===== config.mk =====
export PLATFORM = sky130hd
export DESIGN_NAME = cpa_core
export DESIGN_NICKNAME = d
export VERILOG_FILES = /design/src/common/cpa_pkg.sv /design/src/cpa_core.sv
export SDC_FILE = /design/constraint.sdc
export NUM_CORES = 2
export LEC_CHECK = 0
export BUFFER_PORTS_ARGS = -buffer_cell sky130_fd_sc_hd__buf_4
export CORE_UTILIZATION = 65
export CTS_BUF_LIST = sky130_fd_sc_hd__clkbuf_4 sky130_fd_sc_hd__clkbuf_8 sky130_fd_sc_hd__clkbuf_16
export CTS_CLUSTER_DIAMETER = 150
export DETAILED_ROUTE_END_ITERATION = 10
export GPL_ROUTABILITY_DRIVEN = 0
export PLACE_DENSITY = 0.78
export SLEW_MARGIN = 20
export SYNTH_ARGS = -nofsm -noshare
export SYNTH_HDL_FRONTEND = slang
export SYNTH_SLANG_ARGS = --single-unit

===== constraint.sdc =====
create_clock -name core_clk -period 26.6 [get_ports core_clk]
set_input_delay 2.66 -clock core_clk [delete_from_list [all_inputs] [get_ports core_clk]]
set_output_delay 2.66 -clock core_clk [all_outputs]
set_load 0.1 [all_outputs]

===== src/common/cpa_pkg.sv =====
// Shared constants, register map and carrier types of the power accumulator
// Assumes a 100 MHz core clock and an APB master with 32-bit data
//
// Overview of operation
// (RULE_01) Compute only after shunt and bus samples
// (RULE_02) Power uses latest bus and previous current
// (RULE_03) Zero calibration forces power to zero
// (RULE_04) Averaging above one keeps results intermediate
// (RULE_05) Add every new result into accumulator
// (RULE_06) Publish averaged current and power together
// (RULE_07) Arithmetic runs beside conversions, no delay
// (RULE_08) One shared converter, inputs in sequence
// (RULE_09) Continuous and triggered modes, host selected
// (RULE_10) One averaging count for all inputs
// (RULE_11) Ready flag after all conversions and averaging
// (RULE_12) Clear accumulator at each sequence start
package cpa_pkg;
	// ----------------------------------------------------------------
	// Register offsets (byte addresses)
	// ----------------------------------------------------------------
	localparam logic [7:0] CPA_CTRL_OFF = 8'h00;
	localparam logic [7:0] CPA_CAL_OFF = 8'h04;
	localparam logic [7:0] CPA_CUR_OFF = 8'h08;
	localparam logic [7:0] CPA_PWR_OFF = 8'h0C;
	localparam logic [7:0] CPA_STAT_OFF = 8'h10;
	localparam logic [7:0] CPA_MASK_OFF = 8'h14;
	localparam logic [7:0] CPA_SMP_OFF = 8'h18;
	// ----------------------------------------------------------------
	// Control field positions
	// ----------------------------------------------------------------
	localparam int CPA_MODE_LSB = 0;
	localparam int CPA_MODE_MSB = 1;
	localparam int CPA_AVG_LSB = 4;
	localparam int CPA_AVG_MSB = 6;
	localparam int CPA_CT_LSB = 8;
	localparam int CPA_CT_MSB = 10;
	localparam int CPA_TEMP_BIT = 12;
	// Status bits
	localparam int CPA_ST_READY = 0;
	localparam int CPA_ST_OVF = 1;
	localparam logic [31:0] CPA_ZERO = 32'h0000_0000;
	localparam logic [15:0] CPA_ZERO16 = 16'h0000;
	// Slave error answer code for unmapped addresses
	localparam logic CPA_ERR = 1'b1;
	// ----------------------------------------------------------------
	// Timing: converter sample period, one count of the 1 MHz tick
	// ----------------------------------------------------------------
	localparam int CPA_CLK_MHZ = 100;
	localparam int CPA_OSC_MHZ = 1;
	localparam int CPA_TICK_DIV = CPA_CLK_MHZ / CPA_OSC_MHZ;
	// Conversion times in microseconds, indexed by the time field
	localparam int CPA_CT_US [8] = '{50, 84, 150, 280, 540, 1052, 2074, 4120};
	// Averaging counts indexed by the averaging field
	localparam int CPA_AVG_N [8] = '{1, 4, 16, 64, 128, 256, 512, 1024};
	// ----------------------------------------------------------------
	// Types
	// ----------------------------------------------------------------
	typedef enum logic [1:0] {
		CPA_MODE_OFF = 2'b00,
		CPA_MODE_TRIG = 2'b01,
		CPA_MODE_CONT = 2'b10,
		CPA_MODE_RSV = 2'b11
	} cpa_mode_t;
	typedef enum logic [1:0] {
		CPA_CH_SHUNT = 2'b00,
		CPA_CH_BUS = 2'b01,
		CPA_CH_TEMP = 2'b10
	} cpa_chan_t;
	// Sample from the shared converter
	typedef struct packed {
		logic valid;
		cpa_chan_t chan;
		logic [15:0] data;
	} cpa_sample_t;
	// Published result pair
	typedef struct packed {
		logic [31:0] current;
		logic [31:0] power;
	} cpa_result_t;
endpackage : cpa_pkg


===== src/cpa_core.sv =====
// Current and power engine with sequencer and APB register file
// Averages reach the result registers only at the last bus sample of a sequence
// Assumes an external converter that samples the selected channel
// Assumes that converter returns one sample for each start pulse
//
// Local design decisions: the APB register port and the register offsets.
`timescale 1ns/1ps
module cpa_core #(
	parameter int SMP_W = 16,
	parameter int ACC_W = 48
) (
	// Clock and reset
	input wire logic core_clk,
	input wire logic rst,
	// APB slave
	input wire logic psel,
	input wire logic penable,
	input wire logic pwrite,
	input wire logic [7:0] paddr,
	input wire logic [31:0] pwdata,
	output logic [31:0] prdata,
	output logic pready,
	output logic pslverr,
	// Shared converter
	output cpa_pkg::cpa_chan_t conv_chan,
	output logic conv_start,
	input wire cpa_pkg::cpa_sample_t conv_sample,
	// Interrupt and ready
	output logic irq,
	output logic conversion_ready_flag
);
	// ----------------------------------------------------------------
	// Sequencer states
	// ----------------------------------------------------------------
	// Shunt, bus and temperature each own one conversion slot; done
	// lasts a single cycle and raises the ready event
	typedef enum logic [2:0] {
		S_IDLE = 3'b000,
		S_SHUNT = 3'b001,
		S_BUS = 3'b010,
		S_TEMP = 3'b011,
		S_DONE = 3'b100
	} cpa_state_t;

	// Signed multiply of 16-bit by 16-bit, truncated to 32 bits
	function automatic logic [31:0] smul(input logic [15:0] a,
			input logic [15:0] b);
		logic signed [31:0] p;
		p = $signed(a) * $signed(b);
		return p;
	endfunction : smul

	// Shift that divides a sum by its power-of-two sample count
	function automatic logic [3:0] log2_cnt(input logic [10:0] n);
		logic [3:0] r;
		r = 4'd0;
		// Highest set bit wins; counts are always powers of two
		for (int k = 0; k < $bits(n); k++) begin
			if (n[k]) begin
				r = 4'(k);
			end
		end
		return r;
	endfunction : log2_cnt

	// ----------------------------------------------------------------
	// Registers
	// ----------------------------------------------------------------
	logic [31:0] ctrl_reg;          // Mode, averaging, conv time
	logic [15:0] cal_reg;           // Shunt calibration
	cpa_pkg::cpa_result_t out_reg;  // Published results
	logic [1:0] stat_reg;           // Sticky events
	logic [1:0] mask_reg;           // Interrupt enables
	logic [15:0] bus_reg;           // Latest bus sample
	logic [15:0] temp_reg;          // Latest temperature sample
	logic [31:0] cur_reg;           // Last computed current
	// Accumulators are wide enough for 1024 full-scale 32-bit terms
	logic signed [ACC_W-1:0] acc_cur_reg;  // Current accumulator
	logic signed [ACC_W-1:0] acc_pwr_reg;  // Power accumulator
	logic [10:0] cnt_reg;           // Samples taken in sequence
	logic [6:0] tick_cnt_reg;       // 1 MHz divider
	logic [12:0] ct_cnt_reg;        // Conversion time counter
	logic busy_reg;                 // Conversion outstanding
	logic shunt_seen_reg;           // Shunt converted this round
	// Sequencer position and its next value
	cpa_state_t state_reg, state_next;

	// ----------------------------------------------------------------
	// Bus decode
	// ----------------------------------------------------------------
	// Zero wait states: every access completes in its first access cycle
	wire logic acc = psel && penable;
	wire logic wr = acc && pwrite;
	wire logic rd = acc && !pwrite;
	wire logic hit_ctrl = paddr == cpa_pkg::CPA_CTRL_OFF;
	wire logic hit_cal = paddr == cpa_pkg::CPA_CAL_OFF;
	wire logic hit_cur = paddr == cpa_pkg::CPA_CUR_OFF;
	wire logic hit_pwr = paddr == cpa_pkg::CPA_PWR_OFF;
	wire logic hit_stat = paddr == cpa_pkg::CPA_STAT_OFF;
	wire logic hit_mask = paddr == cpa_pkg::CPA_MASK_OFF;
	wire logic hit_smp = paddr == cpa_pkg::CPA_SMP_OFF;
	wire logic mapped = hit_ctrl | hit_cal | hit_cur | hit_pwr | hit_stat
		| hit_mask | hit_smp;
	wire logic ctrl_wr = wr && hit_ctrl;

	// Control fields
	// Mode, averaging and timing all come straight from the control word
	wire cpa_pkg::cpa_mode_t mode =
		cpa_pkg::cpa_mode_t'(ctrl_reg[cpa_pkg::CPA_MODE_MSB:
		cpa_pkg::CPA_MODE_LSB]);
	wire logic [2:0] avg_sel =
		ctrl_reg[cpa_pkg::CPA_AVG_MSB:cpa_pkg::CPA_AVG_LSB];
	wire logic [2:0] ct_sel =
		ctrl_reg[cpa_pkg::CPA_CT_MSB:cpa_pkg::CPA_CT_LSB];
	wire logic temp_en = ctrl_reg[cpa_pkg::CPA_TEMP_BIT];
	wire cpa_pkg::cpa_mode_t new_mode =
		cpa_pkg::cpa_mode_t'(pwdata[cpa_pkg::CPA_MODE_MSB:
		cpa_pkg::CPA_MODE_LSB]);
	// Same averaging count applies to every channel  see (RULE_10)
	wire logic [10:0] avg_n = 11'(cpa_pkg::CPA_AVG_N[avg_sel]);
	wire logic [12:0] ct_us = 13'(cpa_pkg::CPA_CT_US[ct_sel]);
	wire logic tick = tick_cnt_reg == 7'(cpa_pkg::CPA_TICK_DIV - 1);
	wire logic conv_due = !busy_reg && ct_cnt_reg == ct_us;

	// Current and power arithmetic, combinational beside sampling
	// A sample counts only while a conversion is outstanding; anything
	// else is treated as stray and only flagged in status
	wire logic smp_ok = conv_sample.valid && busy_reg;
	wire logic shunt_in = smp_ok && conv_sample.chan == cpa_pkg::CPA_CH_SHUNT;
	wire logic bus_in = smp_ok && conv_sample.chan == cpa_pkg::CPA_CH_BUS;
	wire logic temp_in = smp_ok && conv_sample.chan == cpa_pkg::CPA_CH_TEMP;
	wire logic [31:0] cur_new = smul(conv_sample.data, cal_reg);
	// Power from newest bus sample and previous current  see (RULE_02)
	wire logic [31:0] pwr_new = (cal_reg == cpa_pkg::CPA_ZERO16) ?
		cpa_pkg::CPA_ZERO :                              // see (RULE_03)
		smul(conv_sample.data, cur_reg[31:16]);
	// Both samples present before results form  see (RULE_01)
	wire logic calc = bus_in && shunt_seen_reg;
	// With a count of one every pass is the last and publishes at once
	wire logic last = calc && (cnt_reg + 11'd1 == avg_n);
	wire logic seq_end = state_reg == S_DONE;
	// Current term is the one latched at the shunt sample; the bus
	// sample on this cycle only feeds the power product
	wire logic [ACC_W-1:0] cur_sum = acc_cur_reg + ACC_W'($signed(cur_reg));
	wire logic [ACC_W-1:0] pwr_sum = acc_pwr_reg + ACC_W'($signed(pwr_new));
	// Divide by the sample count; a count of one shifts by zero
	wire logic [3:0] sh = log2_cnt(avg_n);

	// ----------------------------------------------------------------
	// Sequencer: one channel at a time on the converter  see (RULE_08)
	// ----------------------------------------------------------------
	always_comb begin
		state_next = state_reg;
		unique case (state_reg)
			S_IDLE: begin
				if (mode == cpa_pkg::CPA_MODE_TRIG ||
						mode == cpa_pkg::CPA_MODE_CONT) begin
					state_next = S_SHUNT;
				end
			end
			S_SHUNT: begin
				if (shunt_in) begin
					state_next = S_BUS;
				end
			end
			S_BUS: begin
				if (bus_in) begin
					state_next = temp_en ? S_TEMP :
						(last ? S_DONE : S_SHUNT);
				end
			end
			S_TEMP: begin
				if (temp_in) begin
					state_next = (cnt_reg == avg_n) ? S_DONE : S_SHUNT;
				end
			end
			S_DONE: begin
				// Continuous loops, triggered stops  see (RULE_09)
				state_next = S_IDLE;
			end
			default: begin
				state_next = S_IDLE;
			end
		endcase
		// A control write aborts the pass; idle then restarts it cleanly
		if (ctrl_wr) begin
			state_next = S_IDLE;
		end
	end

	// Converter channel follows state
	// Only one input reaches the converter at a time
	assign conv_chan = (state_reg == S_BUS) ? cpa_pkg::CPA_CH_BUS :
		(state_reg == S_TEMP) ? cpa_pkg::CPA_CH_TEMP : cpa_pkg::CPA_CH_SHUNT;
	wire logic conv_state = state_reg == S_SHUNT || state_reg == S_BUS ||
		state_reg == S_TEMP;
	assign conv_start = conv_state && conv_due && tick;

	// State and conversion timing
	// The divider makes the oscillator tick as a one-cycle enable; the
	// wait counter counts whole ticks before each start, and busy keeps
	// a second start away until the converter has answered
	always_ff @(posedge core_clk) begin
		if (rst) begin
			state_reg <= S_IDLE;
			tick_cnt_reg <= 7'd0;
			ct_cnt_reg <= 13'd0;
			busy_reg <= 1'b0;
		end else begin
			state_reg <= state_next;
			tick_cnt_reg <= tick ? 7'd0 : tick_cnt_reg + 7'd1;
			if (!conv_state || ctrl_wr || conv_start) begin
				ct_cnt_reg <= 13'd0;
			end else if (tick && !conv_due && !busy_reg) begin
				ct_cnt_reg <= ct_cnt_reg + 13'd1;
			end
			busy_reg <= ctrl_wr ? 1'b0 : (conv_start ? 1'b1 :
				(smp_ok ? 1'b0 : busy_reg));
		end
	end

	// ----------------------------------------------------------------
	// Accumulation, runs without holding the sequencer  see (RULE_07)
	// ----------------------------------------------------------------
	always_ff @(posedge core_clk) begin
		if (rst) begin
			shunt_seen_reg <= 1'b0;
			cur_reg <= cpa_pkg::CPA_ZERO;
			bus_reg <= cpa_pkg::CPA_ZERO16;
			temp_reg <= cpa_pkg::CPA_ZERO16;
			acc_cur_reg <= '0;
			acc_pwr_reg <= '0;
			cnt_reg <= 11'd0;
		end else if (ctrl_wr || seq_end) begin
			// Clear has priority, so a write mid-average drops partial sums
			// Fresh sequence starts empty  see (RULE_12)
			acc_cur_reg <= '0;
			acc_pwr_reg <= '0;
			cnt_reg <= 11'd0;
			shunt_seen_reg <= 1'b0;
		end else begin
			if (shunt_in) begin
				shunt_seen_reg <= 1'b1;
				cur_reg <= cur_new;
			end
			if (bus_in) begin
				bus_reg <= conv_sample.data;
			end
			if (temp_in) begin
				temp_reg <= conv_sample.data;
			end
			if (calc) begin
				// Intermediate sums, not published  see (RULE_04)
				acc_cur_reg <= $signed(cur_sum);  // see (RULE_05)
				acc_pwr_reg <= $signed(pwr_sum);
				cnt_reg <= cnt_reg + 11'd1;
				shunt_seen_reg <= 1'b0;
			end
		end
	end

	// ----------------------------------------------------------------
	// Publish averaged pair in one update  see (RULE_06)
	// ----------------------------------------------------------------
	// Arithmetic shift keeps a negative average negative
	wire logic [ACC_W-1:0] cur_avg = $signed(cur_sum) >>> sh;
	wire logic [ACC_W-1:0] pwr_avg = $signed(pwr_sum) >>> sh;
	// Result registers load once per sequence, never mid-average
	always_ff @(posedge core_clk) begin
		if (rst) begin
			out_reg <= '0;
		end else if (last && !ctrl_wr) begin
			// A restarting write discards the final sample too
			out_reg.current <= cur_avg[31:0];
			out_reg.power <= pwr_avg[31:0];
		end
	end

	// ----------------------------------------------------------------
	// Control and status registers
	// ----------------------------------------------------------------
	wire logic ready_evt = seq_end;
	wire logic stat_clr_rd = rd && hit_stat;
	always_ff @(posedge core_clk) begin
		if (rst) begin
			ctrl_reg <= cpa_pkg::CPA_ZERO;
			cal_reg <= cpa_pkg::CPA_ZERO16;
			mask_reg <= 2'b00;
			stat_reg <= 2'b00;
			conversion_ready_flag <= 1'b0;
		end else begin
			if (ctrl_wr) begin
				ctrl_reg <= pwdata;
			end
			if (wr && hit_cal) begin
				cal_reg <= pwdata[15:0];
			end
			if (wr && hit_mask) begin
				mask_reg <= pwdata[1:0];
			end
			// Bit one marks a stray sample, one with no start outstanding
			// Sticky events; set beats write-one clear
			stat_reg[cpa_pkg::CPA_ST_READY] <= ready_evt ||
				(stat_reg[cpa_pkg::CPA_ST_READY] &&
				!(wr && hit_stat && pwdata[cpa_pkg::CPA_ST_READY]));
			stat_reg[cpa_pkg::CPA_ST_OVF] <= (conv_sample.valid && !busy_reg) ||
				(stat_reg[cpa_pkg::CPA_ST_OVF] &&
				!(wr && hit_stat && pwdata[cpa_pkg::CPA_ST_OVF]));
			// Ready after all conversions and averaging  see (RULE_11)
			if (ready_evt) begin
				conversion_ready_flag <= 1'b1;
			end else if ((ctrl_wr && new_mode != cpa_pkg::CPA_MODE_OFF) ||
					stat_clr_rd) begin
				conversion_ready_flag <= 1'b0;
			end
			// Triggered mode falls back to idle after one whole sequence
			if (seq_end && mode == cpa_pkg::CPA_MODE_TRIG && !ctrl_wr) begin
				ctrl_reg[cpa_pkg::CPA_MODE_MSB:cpa_pkg::CPA_MODE_LSB]
					<= cpa_pkg::CPA_MODE_OFF;
			end
		end
	end

	// ----------------------------------------------------------------
	// Read mux and bus answer
	// ----------------------------------------------------------------
	// Read data is captured in the setup cycle and stands through the
	// access cycle, so the answer needs no wait state
	wire logic [31:0] rd_mux =
		hit_ctrl ? ctrl_reg :
		hit_cal ? {16'h0000, cal_reg} :
		hit_cur ? out_reg.current :
		hit_pwr ? out_reg.power :
		hit_stat ? {29'h0000_0000, conversion_ready_flag, stat_reg} :
		hit_mask ? {30'h0000_0000, mask_reg} :
		hit_smp ? {temp_reg, bus_reg} : cpa_pkg::CPA_ZERO;
	always_ff @(posedge core_clk) begin
		if (rst) begin
			prdata <= cpa_pkg::CPA_ZERO;
		end else if (psel && !penable && !pwrite) begin
			prdata <= rd_mux;
		end
	end
	assign pready = 1'b1;
	assign pslverr = acc && !mapped ? cpa_pkg::CPA_ERR : 1'b0;
	// Level interrupt: high while any unmasked event stays pending
	assign irq = |(stat_reg & mask_reg);
endmodule : cpa_core


# Word-level counts from Yosys, hierarchy flattened
# Memories as Yosys holds them, arrays and structs flattened.
# Index checks and enable logic that the tools add are counted.
# op_classes
n_lt_le_gt_ge	2
n_shift	2
reduce_logical	67
add_sub_neg	5
multipliers	2
n_mux	37
bitwise	10
eq_ne	22
# ops
cell	n
$mux 32	8
$add 48x32->48	2
$sshr 48x4->32	2
$mul 16x16->32	2
$mux 4	9
$logic_and 1x1->1	31
$mux 13	2
$eq 8x5->1 const B	3
$eq 11x11->1	2
$mux 11	2
$mux 3	7
$eq 8x4->1 const B	2
$logic_not 16->1	1
$add 13x1->13 const B	1
$eq 13x13->1	1
$pmux 3 s4	1
$reduce_or 2->1	6
$add 11x1->11 const B	1
$logic_not 1->1	9
$logic_or 1x1->1	9
$eq 8x3->1 const B	1
$ge 4x4->1 const B	2
$logic_not 8->1	1
$ne 2x2->1 const B	4
other kinds (19)	38
# word_totals
rom_bits	512
mem_count	2
reg_bits	345
# memory_table
name	depth	word_bits	read_ports	rd_ports_with_merged_regs	wr	line	rtl
(name not given)	8	32	1	0	0	cpa_core.sv:121	wire logic [12:0] ct_us = 13'(cpa_pkg::CPA_CT_US[ct_sel]);
(name not given)	8	32	1	0	0	cpa_core.sv:120	wire logic [10:0] avg_n = 11'(cpa_pkg::CPA_AVG_N[avg_sel]);

# Logic depth before layout (Yosys ltp)
# logic_depth
ltp_word	15
ltp_mapped	41
mapped_depth_nobuf	37

# Worst setup path before layout
# No wires, ideal clock.
# synth_path
path_kind	input to register
startpoint	input conv_sample[15] (netlist bit)
endpoint	register out_reg[28] (netlist bit)
required_ns	26.468
cell_stages	41
slack_ns	15.571
arrival_ns	10.897
path_cell_list	clkbuf_1 > clkbuf_1 > nand2_1 > inv_1 > fa_1 > inv_1 > fa_1 > fa_1 > inv_1 > fa_1 > fa_1 > inv_1 > fa_1 > inv_1 > ha_1 > buf_2 > nand3_1 > a21oi_1 > (+5 left out) > nand3_1 > nand2_1 > a211oi_1 > a2111oi_0 > ha_1 > clkbuf_1 > nand2_1 > nand2b_1 > a21oi_1 > o21ai_1 > o21a_1 > or4_1 > buf_2 > o22a_4 > mux2_4 > a32o_1 > nor4_1 > nor3_1
# synth_between
elab_chain_cells	4
# synth_lines
item	line	rtl
start: declaration	cpa_core.sv:27	input wire cpa_pkg::cpa_sample_t conv_sample,
$mul 16x16->32	cpa_core.sv:49	p = $signed(a) * $signed(b);
$mux 32	cpa_core.sv:134	wire logic [31:0] pwr_new = (cal_reg == cpa_pkg::CPA_ZERO16) ?
$add 48x32->48	cpa_core.sv:145	wire logic [ACC_W-1:0] pwr_sum = acc_pwr_reg + ACC_W'($signed(pwr_new));
$sshr 48x4->32	cpa_core.sv:267	wire logic [ACC_W-1:0] pwr_avg = $signed(pwr_sum) >>> sh;
end: declaration	cpa_core.sv:71	cpa_pkg::cpa_result_t out_reg;
# No other way between the ends.
# A chain may end at the register's enable or synchronous reset.

# Worst setup path after layout
# layout_path
startpoint	input conv_sample[4] (netlist bit)
endpoint	register out_reg[15] (netlist bit)
# The elaborated chain is that of the path after synthesis.

==> qor.yml <==
yosys:
  avgSynthCellArea_sq_um: 8.08
  ys_seq_elements: 333
  syn-cell-area_sq_mm: 0.0410
  seq_area_frac_synth_pct: 16.3
  syn_nets: 5903
  synth_edf_count: 0
  yosys_warnings: 0
  synthArstFlopShare_pct: 0
  postSynthCellCount: 5068
  synth.distinct_cells: 90
  synth_flop_cell: "dfxtp_1"
power:
  leakagePower_nw: 18.9
  p_per_area_mw_per_mm2: 26.6
  pwr-share-seq_pct: 43.5
  ir_drop_mv: 0.0381
  sw_frac_of_total_pct: 26.5
  p_comb_share_pct: 5.9
  switching_power_mw: 0.307
  p_clk_share_pct: 50.6
  intPower_mw: 0.850
cts:
  cts_root_buf: "clkbuf_16"
  clockBufferDepth: 3
  path_clk_slew_ns: 0.06
  clk-insertion-delay-late_ns: 0.60
  cts_tree: "done"
  cts.sinks: 333
  cts_hold_buf: 0
  cts_setup_buffers: 0
  cts_htree_levels: 2
  cts_resized: 0
  numCtsBuffers: 41
worst_setup_path:
  r2r-end: "out_reg[15]"
  slowest_delay_ns: 0.95
  ff2ff_path_depth: 31
  cp.required_ns: 27.03
  cp-end-kind: "register"
  start_kind: "input port"
  cp_slowest_cell: "a221oi_1"
  path_class: "input port to register"
  cp.arrival_ns: 12.21
  reg2reg_slack_ns: 16.37
  r2r-start: "cur_reg[19]"
  cp_max_fo: 34
route:
  postRouteAntennaNets: 0
  drc: 0
  drt_iter0_drc: 4016
  avgRoutedWirePerCell_microns: 20.3
  dr.pass1.iters: 11
  vias_per_cell: 6.23
  via_count: 36300
  routed_wl_microns: 118000
final_layout:
  seq_area_sq_mm: 0.00667
  final_util_pct: 70.0
  multi_input_area_sq_mm: 0.0309
  drive_above_1_share_pct: 6.05
  postLayoutCellArea_sq_mm: 0.0434
  final_cells: 5815
  fillers: 5021
  nets: 5776
  syn_to_final_growth_pct: 5.91
  largest_register_ffs: 64
floorplan:
  core_area_sq_mm: 0.0619
  io_pins: 103
  die_h_microns: 253
  start_util_pct: 66.1
  rows: 91
  die_w_microns: 253
  die-area_sq_mm: 0.0640
global_routing:
  gr-total-overflow: 0
  grt_max_degree: 104
  first_global_vias: 35600
  grt_pass1_wl_microns: 191000
  antenna_found_initial: 2
  grt_util_all_layers_pct: 37.8
placement:
  place_area_sq_mm: 0.0420
  dp.cells: 5735
  portBuffers: 101
  hpwl_microns: 87300
worst_hold_path:
  hp-class: "register to register"
  hp-start: "ctrl_reg[24]"
  whs_endpoint: "ctrl_reg[24]"
  min_path_cells: 2
sta:
  tns_ns: 0
  slew_violations: 0
  hold_viol_final: 0
  relSlewSlack_pct: 21.6
  max_freq_ghz: 0.0849
  setup_viol: 0
  period_share_pct: 44.3
  skew_ns: 0.0485
  max_slew.worst_pin.slew_ns: 1.18
  rsz0062_at_grt: "no"
  period_needed_ns: 11.78
outcome:
  status: "complete, no violations"
run:
  max_cap_violations: 0
worst max-delay path: cells and delay by family:
family	cells	cell delay [ns]
AO/OA/AOI/OAI	11	3.67
multiplexers	1	0.32
XOR/XNOR	2	0.65
AND/OR/NAND/NOR	7	1.02
buffers and inverters	3	0.54
adder cells (fa/ha/maj)	8	3.28
metal layers:
| layer | wire length, microns | global-route usage, % | up-vias |
|---|---|---|---|
| met5 | 81 | 0 | - |
| met4 | 6230 | 17.0 | 4 |
| met3 | 12800 | 8.78 | 429 |
| met2 | 53500 | 59.8 | 1934 |
| met1 | 45400 | 49.4 | 17500 |
| li1 | - | - | 16400 |
worst max path at each step:
stage | from | end | slack (ns) | depth (start not counted)
after floorplan | conv_sample[15] | out_reg[28] | 15.57 | 41
after global placement | conv_sample[15] | out_reg[28] | 14.53 | 35
after detailed placement | conv_sample[15] | out_reg[28] | 14.42 | 35
after CTS | conv_sample[15] | out_reg[28] | 14.99 | 35
after global routing | conv_sample[5] | out_reg[18] | 14.39 | 32
final | conv_sample[4] | out_reg[15] | 14.82 | 32
cell usage in the layout (no fill, tap or decap), types with 11 or more instances in the layout:
| cell type | synthesis | layout |
|---|---|---|
| o22ai_1 | 14 | 14 |
| a221oi_1 | 17 | 17 |
| xnor2_1 | 121 | 121 |
| ha_1 | 245 | 245 |
| mux4_2 | 25 | 25 |
| nor4_1 | 19 | 18 |
| and3_1 | 34 | 34 |
| inv_1 | 611 | 611 |
| buf_4 | 1 | 143 |
| nor3_1 | 85 | 83 |
| o21a_1 | 28 | 28 |
| fa_1 | 526 | 526 |
| a222oi_1 | 18 | 18 |
| o221ai_1 | 12 | 12 |
| nand4_1 | 26 | 26 |
| o21ai_0 | 183 | 183 |
| a2111oi_0 | 11 | 11 |
| or2_2 | 12 | 12 |
| a21oi_1 | 390 | 390 |
| a31oi_1 | 29 | 29 |
| nor2b_1 | 20 | 20 |
| a211o_1 | 12 | 12 |
| nand2b_1 | 55 | 54 |
| dfxtp_1 | 333 | 332 |
| a21o_1 | 51 | 51 |
| clkbuf_16 | 0 | 41 |
| nor2_1 | 377 | 370 |
| nand2_1 | 752 | 751 |
| nand3_1 | 79 | 78 |
| o21bai_1 | 17 | 17 |
| or3_1 | 30 | 30 |
| mux2i_1 | 48 | 48 |
| a22oi_1 | 30 | 30 |
| o211ai_1 | 21 | 21 |
| and2_1 | 239 | 238 |
| a211oi_1 | 61 | 61 |
| clkinv_2 | 0 | 11 |
| xor2_1 | 71 | 71 |
metrics by stage:
step	hold WS, ns	worst slack [ns]	total power [mW]
finish	0.457	14.82	1.16
global route	0.475	14.39	1.18
CTS	0.455	14.99	1.15
detailed placement	0.446	14.42	0.581
global placement	0.443	14.53	0.580
floorplan	0.420	15.57	0.556
layout make-up:
cell class	count	share of cell area (%)
inverter	612	5.30
sequential	333	15.4
antenna	5	0.0288
tap	837	2.41
clock inverter	26	0.658
timing repair buffer	144	2.50
clock buffer	49	2.56
multi-input combinational	3809	71.2
power by group through the flow:
stage / logic, mW / registers, mW / clock network (mW)
floorplan: 0.0263 / 0.529 / 0
global placement: 0.0659 / 0.514 / 0
detailed placement: 0.0663 / 0.514 / 0
CTS: 0.0666 / 0.503 / 0.585
global route: 0.0708 / 0.503 / 0.606
finish: 0.0681 / 0.503 / 0.585
logic make-up (layout without fill, tap and decap cells):
family	after synthesis	count (layout)	share of synthesized area [%]
AOI/OAI and AO/OA	1006	1006	15.5
xor gates and xnor gates	192	192	4.11
adders and majority gates	771	771	33.2
buffers and inverters	926	831	8.51
DFF	333	333	16.3
muxes	80	80	2.75
other	1	6	0.00916
and+or+nand+nor	1759	1759	19.7
cells in the mapped netlist (7+ instances only):
library cell / count / area share [%]
a31oi_1: 29 / 0.44
o221ai_1: 12 / 0.26
dfxtp_1: 333 / 16
mux2i_1: 48 / 1.2
o21a_1: 28 / 0.51
inv_1: 611 / 5.6
a2111oi_0: 11 / 0.24
o211ai_1: 21 / 0.38
a22oi_1: 30 / 0.55
a21oi_1: 390 / 4.8
o22ai_1: 14 / 0.21
fa_1: 526 / 26
a211o_1: 12 / 0.26
a311oi_1: 7 / 0.15
nand2_1: 752 / 6.9
clkbuf_1: 282 / 2.6
nand3_1: 79 / 0.97
a221oi_1: 17 / 0.36
nor2b_1: 20 / 0.31
buf_1: 26 / 0.24
o31ai_1: 9 / 0.16
or3_1: 30 / 0.46
nand4_1: 26 / 0.40
ha_1: 245 / 7.5
o21ai_0: 183 / 2.2
nor4_1: 19 / 0.29
o21ai_1: 9 / 0.11
and2_1: 239 / 3.7
xor2_1: 71 / 1.5
and3_1: 34 / 0.52
a211oi_1: 61 / 1.1
o211a_1: 7 / 0.17
nor3_1: 85 / 1.0
xnor2_1: 121 / 2.6
o21bai_1: 17 / 0.31
nor2_1: 377 / 3.5
nand2b_1: 55 / 0.84
a21o_1: 51 / 0.93
or2_2: 12 / 0.18
a222oi_1: 18 / 0.44
mux4_2: 25 / 1.4
Note: power is estimated with default switching activity, not from simulation.
